--- src/rtl/gslt_pkg.sv ---
// Shared constants for the guarded serial loop transfer
package gslt_pkg;
   // Timing
   localparam int CLK_HZ     = 10_000_000;
   localparam int SHIFT_HZ   = 256_000;
   localparam int SHIFT_HALF = CLK_HZ / (2 * SHIFT_HZ);
   localparam int CLEAR_MS   = 8;
   localparam int CLEAR_CYC  = CLEAR_MS * (CLK_HZ / 1000);
   localparam int STROBE_CYC = 2 * SHIFT_HALF;
   // Loop geometry
   localparam int BURST_BITS   = 24;
   localparam int CTRL_BITS    = 48;
   localparam int STAT_BITS    = 16;
   localparam int LOOP_BITS    = CTRL_BITS + STAT_BITS;
   localparam int SHIFTS       = 5;
   localparam int STROBE_AFTER = 2;
   localparam int MAX_ATTEMPTS = 3;
   // Programming byte fields (write with register select low)
   localparam int PROG_TRIG_BIT    = 0;
   localparam int PROG_RESTART_BIT = 1;
   // Adaptor status byte fields (read with register select low)
   localparam int AST_BUSY_BIT  = 0;
   localparam int AST_CLEAR_BIT = 1;
   localparam int AST_RXCNT_LSB = 2;
   localparam int AST_TXCNT_LSB = 4;
   // Controller APB map
   localparam logic [7:0] REG_CTRL    = 8'h00;
   localparam logic [7:0] REG_DATA_LO = 8'h04;
   localparam logic [7:0] REG_DATA_HI = 8'h08;
   localparam logic [7:0] REG_STATUS  = 8'h0C;
   localparam int CTRL_GO_BIT  = 0;
   localparam int ST_BUSY_BIT  = 0;
   localparam int ST_DONE_BIT  = 1;
   localparam int ST_FAIL_BIT  = 2;
   localparam int ST_TRIG_BIT  = 3;
   localparam int ST_ATT_LSB   = 4;
   localparam int ST_STAT_LSB  = 16;
   localparam logic [31:0] DATA_RESET = 32'h0000_0000;
endpackage

--- src/rtl/gslt_if.sv ---
// Byte bus between loop controller and serial adaptor
`timescale 1ns/1ns
interface gslt_if;
   logic       req;
   logic       wr;
   logic       a0;
   logic [7:0] wdata;
   logic       loop_shift_trigger;
   logic       ack;
   logic [7:0] rdata;
   logic       busy;
   logic       power_up_clear_n;

   modport host (output req, wr, a0, wdata, loop_shift_trigger,
                 input  ack, rdata, busy, power_up_clear_n);
   modport dev  (input  req, wr, a0, wdata, loop_shift_trigger,
                 output ack, rdata, busy, power_up_clear_n);
endinterface

--- src/rtl/gslt_device.sv ---
// Serial adaptor, burst clock generator and in-guard shift loop
`timescale 1ns/1ns
module gslt_device #(
   parameter int CLEAR_CYC = gslt_pkg::CLEAR_CYC
) (
   // Clock and reset
   input  wire logic        pclk,
   input  wire logic        presetn,
   // Controller side
   gslt_if.dev              bus,
   // Analog side
   input  wire logic [15:0] status_in,
   input  wire logic        external_clear_request,
   output logic      [47:0] control_out,
   output logic             strobe,
   output logic             trigger_enable,
   output logic             power_up_clear_n
);
   localparam int H  = gslt_pkg::SHIFT_HALF;
   localparam int LB = gslt_pkg::LOOP_BITS;
   localparam int CW = $clog2(CLEAR_CYC + 1);
   localparam int SW = $clog2(gslt_pkg::STROBE_CYC + 1);

   typedef enum logic [1:0] {B_IDLE, B_ARM, B_PERMIT, B_SHIFT} gslt_burst_e;

   gslt_burst_e  bst_q;
   logic [5:0]   div_q;
   logic         ext_s1_q, ext_s2_q;
   logic [15:0]  st_s1_q, st_s2_q;
   logic [CW-1:0] clr_cnt_q;
   logic         clear_n_q;
   logic [7:0]   tx_mem_q [3];
   logic [1:0]   tx_cnt_q;
   logic [23:0]  tx_word_q;
   logic         tx_bit_q;
   logic [4:0]   bit_cnt_q;
   logic [LB-1:0] loop_q;
   logic [23:0]  rx_sh_q;
   logic [7:0]   rx_mem_q [3];
   logic [1:0]   rx_cnt_q;
   logic [1:0]   rd_ptr_q;
   logic [2:0]   burst_no_q;
   logic [SW-1:0] strb_cnt_q;
   logic         trig_q, busy_q, ack_q, strobe_q;
   logic [7:0]   rdata_q;
   logic [47:0]  ctl_q;

   logic tick_rx, tick_sh, clr, accept, shift_now, last_bit;
   logic fifo_wr, fifo_rd, prog_wr, restart;
   logic [23:0] rx_next;

   assign clr       = !clear_n_q;
   // Inverted shift clock rises where the transmit clock falls
   assign tick_rx   = (div_q == 6'(H - 1));
   assign tick_sh   = (div_q == 6'(2 * H - 1));
   assign accept    = bus.loop_shift_trigger && !clr && bst_q == B_IDLE
                      && strb_cnt_q == '0;
   assign shift_now = (bst_q == B_SHIFT) && tick_sh;
   assign last_bit  = shift_now && bit_cnt_q == 5'(gslt_pkg::BURST_BITS - 1);
   assign rx_next   = {loop_q[0], rx_sh_q[23:1]};
   assign fifo_wr   = bus.req && bus.wr && bus.a0 && !clr;
   assign prog_wr   = bus.req && bus.wr && !bus.a0 && !clr;
   assign fifo_rd   = bus.req && !bus.wr && bus.a0;
   assign restart   = prog_wr && bus.wdata[gslt_pkg::PROG_RESTART_BIT];

   ////////////////////////////////////////////////////////////////////////
   // Power-up clear
   always_ff @(posedge pclk or negedge presetn)
   begin
      if (!presetn)
      begin
         ext_s1_q <= 1'b0;
         ext_s2_q <= 1'b0;
         st_s1_q  <= '0;
         st_s2_q  <= '0;
      end
      else
      begin
         ext_s1_q <= external_clear_request;
         ext_s2_q <= ext_s1_q;
         st_s1_q  <= status_in;
         st_s2_q  <= st_s1_q;
      end
   end

   always_ff @(posedge pclk or negedge presetn)
   begin
      if (!presetn)
      begin
         clr_cnt_q <= '0;
         clear_n_q <= 1'b0;
      end
      else if (ext_s2_q)
      begin
         clr_cnt_q <= '0;
         clear_n_q <= 1'b0;
      end
      else if (clr)
      begin
         if (clr_cnt_q == CW'(CLEAR_CYC - 1))
            clear_n_q <= 1'b1;
         else
            clr_cnt_q <= clr_cnt_q + 1'b1;
      end
   end

   ////////////////////////////////////////////////////////////////////////
   // Burst clock generator
   always_ff @(posedge pclk or negedge presetn)
   begin
      if (!presetn)
         div_q <= '0;
      else if (div_q == 6'(2 * H - 1))
         div_q <= '0;
      else
         div_q <= div_q + 1'b1;
   end

   // Permit low in PERMIT and SHIFT covers both directions at once
   always_ff @(posedge pclk or negedge presetn)
   begin
      if (!presetn)
      begin
         bst_q     <= B_IDLE;
         bit_cnt_q <= '0;
         tx_bit_q  <= 1'b0;
      end
      else if (clr)
      begin
         bst_q     <= B_IDLE;
         bit_cnt_q <= '0;
         tx_bit_q  <= 1'b0;
      end
      else
      begin
         case (bst_q)
            B_IDLE:
               if (accept)
                  bst_q <= B_ARM;
            B_ARM:
               if (tick_rx)
                  bst_q <= B_PERMIT;
            B_PERMIT:
               if (tick_rx)
               begin
                  bst_q    <= B_SHIFT;
                  tx_bit_q <= tx_word_q[0];
               end
            B_SHIFT:
            begin
               if (tick_rx)
                  tx_bit_q <= tx_word_q[bit_cnt_q];
               if (shift_now)
                  bit_cnt_q <= bit_cnt_q + 1'b1;
               if (last_bit)
               begin
                  bst_q     <= B_IDLE;
                  bit_cnt_q <= '0;
               end
            end
            default:
               bst_q <= B_IDLE;
         endcase
      end
   end

   ////////////////////////////////////////////////////////////////////////
   // Transmit FIFO
   always_ff @(posedge pclk or negedge presetn)
   begin
      if (!presetn)
      begin
         tx_cnt_q  <= '0;
         tx_word_q <= '0;
         for (int i = 0; i < 3; i++)
            tx_mem_q[i] <= '0;
      end
      else if (clr)
      begin
         tx_cnt_q <= '0;
         for (int i = 0; i < 3; i++)
            tx_mem_q[i] <= '0;
      end
      else if (bst_q == B_ARM && tick_rx)
      begin
         // Byte one leaves first, least significant bit first
         tx_word_q <= {tx_mem_q[2], tx_mem_q[1], tx_mem_q[0]};
         tx_cnt_q  <= '0;
         for (int i = 0; i < 3; i++)
            tx_mem_q[i] <= '0;
      end
      else if (fifo_wr && tx_cnt_q != 2'd3)
      begin
         tx_mem_q[tx_cnt_q] <= bus.wdata;
         tx_cnt_q           <= tx_cnt_q + 1'b1;
      end
   end

   ////////////////////////////////////////////////////////////////////////
   // Shift loop: control chain in the upper bits, status chain below
   always_ff @(posedge pclk or negedge presetn)
   begin
      if (!presetn)
      begin
         loop_q  <= '0;
         rx_sh_q <= '0;
      end
      else if (clr)
         loop_q <= '0;
      else if (shift_now)
      begin
         rx_sh_q <= rx_next;
         loop_q  <= {tx_bit_q, loop_q[LB-1:1]};
      end
      else if (strb_cnt_q != '0)
         loop_q[gslt_pkg::STAT_BITS-1:0] <= st_s2_q;
   end

   // Outputs copy the chain only while the internal latch enable is high
   always_ff @(posedge pclk or negedge presetn)
   begin
      if (!presetn)
         ctl_q <= '0;
      else if (clr || strb_cnt_q != '0)
         ctl_q <= loop_q[LB-1:gslt_pkg::STAT_BITS];
   end

   ////////////////////////////////////////////////////////////////////////
   // Strobe sequencing and programming byte
   always_ff @(posedge pclk or negedge presetn)
   begin
      if (!presetn)
      begin
         burst_no_q <= '0;
         strb_cnt_q <= '0;
         trig_q     <= 1'b0;
      end
      else if (clr)
      begin
         burst_no_q <= '0;
         strb_cnt_q <= '0;
         trig_q     <= 1'b0;
      end
      else
      begin
         if (strb_cnt_q != '0)
            strb_cnt_q <= strb_cnt_q - 1'b1;
         if (last_bit)
         begin
            if (burst_no_q == 3'(gslt_pkg::STROBE_AFTER - 1))
               strb_cnt_q <= SW'(gslt_pkg::STROBE_CYC);
            burst_no_q <= (burst_no_q == 3'(gslt_pkg::SHIFTS - 1)) ? '0
                          : burst_no_q + 1'b1;
         end
         if (prog_wr)
            trig_q <= bus.wdata[gslt_pkg::PROG_TRIG_BIT];
         if (restart)
         begin
            burst_no_q <= '0;
            strb_cnt_q <= '0;
         end
      end
   end

   ////////////////////////////////////////////////////////////////////////
   // Receive holding bytes and bus answers
   always_ff @(posedge pclk or negedge presetn)
   begin
      if (!presetn)
      begin
         rx_cnt_q <= '0;
         rd_ptr_q <= '0;
         for (int i = 0; i < 3; i++)
            rx_mem_q[i] <= '0;
      end
      else if (clr)
      begin
         rx_cnt_q <= '0;
         rd_ptr_q <= '0;
         for (int i = 0; i < 3; i++)
            rx_mem_q[i] <= '0;
      end
      else if (last_bit)
      begin
         // Unread old bytes are overwritten by the new word
         rx_mem_q[0] <= rx_next[7:0];
         rx_mem_q[1] <= rx_next[15:8];
         rx_mem_q[2] <= rx_next[23:16];
         rx_cnt_q    <= 2'd3;
         rd_ptr_q    <= '0;
      end
      else if (fifo_rd && rx_cnt_q != '0)
      begin
         rx_mem_q[rd_ptr_q] <= '0;
         rx_cnt_q           <= rx_cnt_q - 1'b1;
         rd_ptr_q           <= rd_ptr_q + 1'b1;
      end
   end

   always_ff @(posedge pclk or negedge presetn)
   begin
      if (!presetn)
      begin
         ack_q   <= 1'b0;
         rdata_q <= '0;
         busy_q  <= 1'b0;
      end
      else
      begin
         ack_q  <= bus.req;
         busy_q <= accept || bst_q != B_IDLE || strb_cnt_q != '0;
         if (bus.req && !bus.wr)
         begin
            rdata_q <= '0;
            if (bus.a0)
               rdata_q <= (rx_cnt_q != '0) ? rx_mem_q[rd_ptr_q] : 8'h00;
            else
            begin
               rdata_q[gslt_pkg::AST_BUSY_BIT]  <= busy_q;
               rdata_q[gslt_pkg::AST_CLEAR_BIT] <= clr;
               rdata_q[gslt_pkg::AST_RXCNT_LSB +: 2] <= rx_cnt_q;
               rdata_q[gslt_pkg::AST_TXCNT_LSB +: 2] <= tx_cnt_q;
            end
         end
      end
   end

   // Registered pin; lags the internal latch enable by one cycle
   always_ff @(posedge pclk or negedge presetn)
   begin
      if (!presetn)
         strobe_q <= 1'b1;
      else
         strobe_q <= clr || strb_cnt_q != '0;
   end

   assign bus.ack              = ack_q;
   assign bus.rdata            = rdata_q;
   assign bus.busy             = busy_q;
   assign bus.power_up_clear_n = clear_n_q;
   assign control_out          = ctl_q;
   assign strobe               = strobe_q;
   assign trigger_enable       = trig_q;
   assign power_up_clear_n     = clear_n_q;
endmodule

--- src/flat_wrapper.sv ---
// flat-port wrapper written by rule: the top's interface ports become plain ports
module gslt_device_flat 
#(
   parameter int CLEAR_CYC = gslt_pkg::CLEAR_CYC
)
  (pclk, presetn, status_in, external_clear_request, control_out, strobe, trigger_enable, power_up_clear_n, bus_req, bus_wr, bus_a0, bus_wdata, bus_loop_shift_trigger, bus_ack, bus_rdata, bus_busy, bus_power_up_clear_n);
  gslt_if bus_i ();
  input  wire logic pclk;
  input  wire logic presetn;
  input  wire logic [15:0] status_in;
  input  wire logic external_clear_request;
  output logic      [47:0] control_out;
  output logic strobe;
  output logic trigger_enable;
  output logic power_up_clear_n;
  input wire logic [$bits(bus_i.req)-1:0] bus_req;
  input wire logic [$bits(bus_i.wr)-1:0] bus_wr;
  input wire logic [$bits(bus_i.a0)-1:0] bus_a0;
  input wire logic [$bits(bus_i.wdata)-1:0] bus_wdata;
  input wire logic [$bits(bus_i.loop_shift_trigger)-1:0] bus_loop_shift_trigger;
  output wire logic [$bits(bus_i.ack)-1:0] bus_ack;
  output wire logic [$bits(bus_i.rdata)-1:0] bus_rdata;
  output wire logic [$bits(bus_i.busy)-1:0] bus_busy;
  output wire logic [$bits(bus_i.power_up_clear_n)-1:0] bus_power_up_clear_n;
  assign bus_i.req = bus_req;
  assign bus_i.wr = bus_wr;
  assign bus_i.a0 = bus_a0;
  assign bus_i.wdata = bus_wdata;
  assign bus_i.loop_shift_trigger = bus_loop_shift_trigger;
  assign bus_ack = bus_i.ack;
  assign bus_rdata = bus_i.rdata;
  assign bus_busy = bus_i.busy;
  assign bus_power_up_clear_n = bus_i.power_up_clear_n;
  gslt_device #(.CLEAR_CYC(CLEAR_CYC)) u_core (.pclk(pclk), .presetn(presetn), .bus(bus_i), .status_in(status_in), .external_clear_request(external_clear_request), .control_out(control_out), .strobe(strobe), .trigger_enable(trigger_enable), .power_up_clear_n(power_up_clear_n));
endmodule
--- config.mk ---
export PLATFORM = sky130hd
export DESIGN_NAME = gslt_device_flat
export DESIGN_NICKNAME = d
export VERILOG_FILES = /design/src/rtl/gslt_pkg.sv /design/src/rtl/gslt_if.sv /design/src/rtl/gslt_device.sv /design/src/flat_wrapper.sv
export SDC_FILE = /design/constraint.sdc
export NUM_CORES = 1
export LEC_CHECK = 0
export BUFFER_PORTS_ARGS = -buffer_cell sky130_fd_sc_hd__buf_2
export CAP_MARGIN = 20
export CORE_MARGIN = 1.5
export CORE_UTILIZATION = 45
export CTS_CLUSTER_SIZE = 40
export DETAILED_ROUTE_END_ITERATION = 12
export PLACE_DENSITY = 0.65
export SYNTH_ARGS = -nofsm -noshare
export SYNTH_HDL_FRONTEND = slang
export SYNTH_SLANG_ARGS = --single-unit
--- constraint.sdc ---
create_clock -name pclk -period 2.52 [get_ports pclk]
set_input_delay 0.504 -clock pclk [delete_from_list [all_inputs] [get_ports pclk]]
set_output_delay 0.504 -clock pclk [all_outputs]
set_load 0.05 [all_outputs]
==> summary.txt <==
Power and ir drop
  • Cell Pwr Density: 687 nW/µm²
  • Pleak: 0.00664 µW
  • Peak VDD IR: between 0.4 and 0.5 mV
  • Design Power: approximately 10000 µW

STA
  • RSZ-0062 raised after global routing: no
  • Peak Freq: around 480 MHz
  • Max Transition Viols Final: 0
  • Relative slew slack: a little over half
  • Final Cycle Share: 82.9%
  • Worst-margin pin slew: ~700 ps
  • Hold Fails Final Rpt: 0
  • Setup Skew: 28.7 ps
  • Setup TNS: 0 ps
  • Final setup violation count: 0
  • Tmin final: between 2000 and 2500 ps

CTS
  • Htree depth: 1
  • Postcts setup bufs: 0
  • CTS Hold Buffers Added: 1
  • Clock latency at the later pin of the worst-skew pair: between 500 and 600 ps
  • Total CTS buffers: 31
  • Max clock buf depth: 3
  • Post-CTS sizing: 0
  • Clock sink total: 300
  • CTS tree: yes
  • Worst-path clk slew: roughly 60 ps
  • CTS Root Cell: clkbuf_16

Synth
  • YS warnings: 0
  • Count of different cell masters after synthesis: 54
  • Commonest cells post-synth: dfrtp_1 (299), nand2_1 (229), mux2_2 (87)
  • Area contributors post-synth: dfrtp_1 (59%), mux2_2 (7.8%), nand2_1 (6.8%)
  • Ys flop type: dfrtp_1
  • Mapped Cells: approximately 1100
  • Mapped Area: between 10000 and 15000 µm²
  • Asr flop ratio synth: 100%
  • Area leader, netlist: dfrtp_1
  • Syn Nets: about 1200
  • Synth top area share: between 50% and 60%
  • Avg Inst Size Synth: approximately 11 µm²
  • Most numerous cell in the Yosys netlist: dfrtp_1
  • Synth Register Bits: 300
  • Seq/Total Area, Yosys: roughly 60%
  • Post-synth EDFFs: 0

Detailed routing
  • Drc violations: 0
  • DR pass1 iterations: 4
  • Total number of vias: a little over 8000
  • Initial DRC count: approximately 480
  • Final wirelength: between 20 and 25 mm
  • Wirelength per Cell: roughly 15 µm
  • DRT antenna net count: 0
  • Avg Vias per Cell: just over 5

Final layout
  • Final instance area: around 15000 µm²
  • Synth-to-layout area growth: 16.3%
  • Layout cells sized above 1: 22.5%
  • Ant. Diodes: 0
  • Final net count: 1267

Outcome
  • Outcome: completed

Floorplan
  • Rows: between 60 and 70
  • Core ar.: 27700 µm²
  • Ports: 93
  • Die Span X: 170 µm
  • Initial Utilization: about 46%
  • DIE AREA: around 29000 µm²
  • Die H: 170 µm

Global routing
  • Global-route wire length before repair: 41.0 mm
  • GRT Overall Usage: between 10% and 20%
  • Initial antenna violation count: 0
  • Largest net degree at the start of global routing: 84
  • Number of global-route vias before repair: a little over 8000
  • Gr ovfl total: 0

Place
  • Placed inst area: roughly 14000 µm²
  • GPL Wtd Cong: a little over 0.8
  • Detailed Place HPWL: about 16 mm
  • Port Buffers: 92

Critical path
  • Setup crit end kind: flop
  • Required time of the critical path: 2960 ps
  • Kind of critical path: flop to flop
  • Critical Path Source Type: flop
  • Crit path max fanout: 24
  • CP Data Arrival Time: roughly 2500 ps

Run
  • Maxcap violations: 0

Hold path
  • Worst min path class: primary input to flop
==> cell type report <==
type | instances | area, µm²
clock buffers | 37 | 838
repair buffers | 117 | 736
well taps | 378 | 473
flip-flops and latches | 300 | 7510
multi-input cells | 744 | 4740
fillers | 2410 | 13000
inverters | 19 | 71.3
clock inverters | 19 | 305
==> layout by cell type (no fill, tap or decap), types with 21 or more instances in the layout <==
cell type and instances:
dfrtp_1 298, nand2_1 228, buf_2 91, mux2_2 87, a21oi_1 76, nand3_1 59, nor2_1 59, a21boi_0 36
clkbuf_16 31, ha_1 23, mux2i_1 21
==> logic make-up after synthesis <==
logic type / Yosys count / share of synthesized area, %
and+or+nand+nor: 401 / 13.8
DFF: 300 / 59.5
AOI/OAI and AO/OA: 175 / 8.80
muxes: 118 / 10.7
buffers and inverters: 88 / 3.00
xor gates and xnor gates: 27 / 1.87
adders and majority gates: 23 / 2.28
==> metrics by stage <==
stage               util, %  hold slack, ps  setup WS, ps  std cells
CTS                    53.0            19.0           395       1614
floorplan                 -             208           603       1132
global route           53.0            20.7           271       1614
detailed placement     48.8             335           399       1557
global placement       48.8             332           478       1557
finish                 53.0            49.5           432       1614
==> report_power, final <==
part / switching [µW] / internal [µW] / total (µW)
registers: 18.6 / 4850 / 4870
clock network: 1920 / 3100 / 5020
logic: 141 / 49.2 / 190
total: 2080 / 8000 / 10100
==> registers in the layout, summed over array words and instances, names as in the netlist, 2 cells and up <==
signal              flops
u_core.bit_cnt_q        5
u_core.bst_q            2
u_core.burst_no_q       3
u_core.bus.rdata        8
u_core.clr_cnt_q       17
u_core.control_out     48
u_core.div_q            6
u_core.loop_q          64
u_core.rd_ptr_q         2
u_core.rx_cnt_q         2
u_core.rx_mem_q        24
u_core.rx_sh_q         23
u_core.st_s1_q         16
u_core.st_s2_q         16
u_core.strb_cnt_q       6
u_core.tx_cnt_q         2
u_core.tx_mem_q        24
u_core.tx_word_q       24
==> layer usage <==
layer	global-route usage [%]	part of all wire (%)
met4	4.89	2.6
met5	0	0
met1	24.4	48
met2	27.9	45
met3	2.56	3.7
==> path summary, 6_finish.rpt <==
| path | cells past startpoint | to | slack [ps] | startpoint |
|---|---|---|---|---|
| worst max-delay path | 5 | u_core.tx_word_q[17]$_DFFE_PN0P_ | 430 | u_core.div_q[0]$_DFF_PN0_ |
| worst min-delay path | 1 | u_core.st_s1_q[11]$_DFF_PN0_ | 50 | status_in[11] |
| worst max register to register | 5 | u_core.tx_word_q[17]$_DFFE_PN0P_ | 430 | u_core.div_q[0]$_DFF_PN0_ |
| worst min register to register | 0 | u_core.st_s2_q[3]$_DFF_PN0_ | 340 | u_core.st_s1_q[3]$_DFF_PN0_ |
| max in group asynchronous | 3 | u_core.st_s2_q[12]$_DFF_PN0_ | 1300 | presetn |
| min in group asynchronous | 2 | u_core.control_out[41]$_DFFE_PN0P_ | 430 | presetn |
==> worst max-delay path, stage by stage (launching register included) <==
cell and delay, ps:
dfrtp_1 420, inv_1 70, ha_1 130, and4b_1 320
nand3_2 520, mux2_2 480
(Power assumes the default switching activity.)
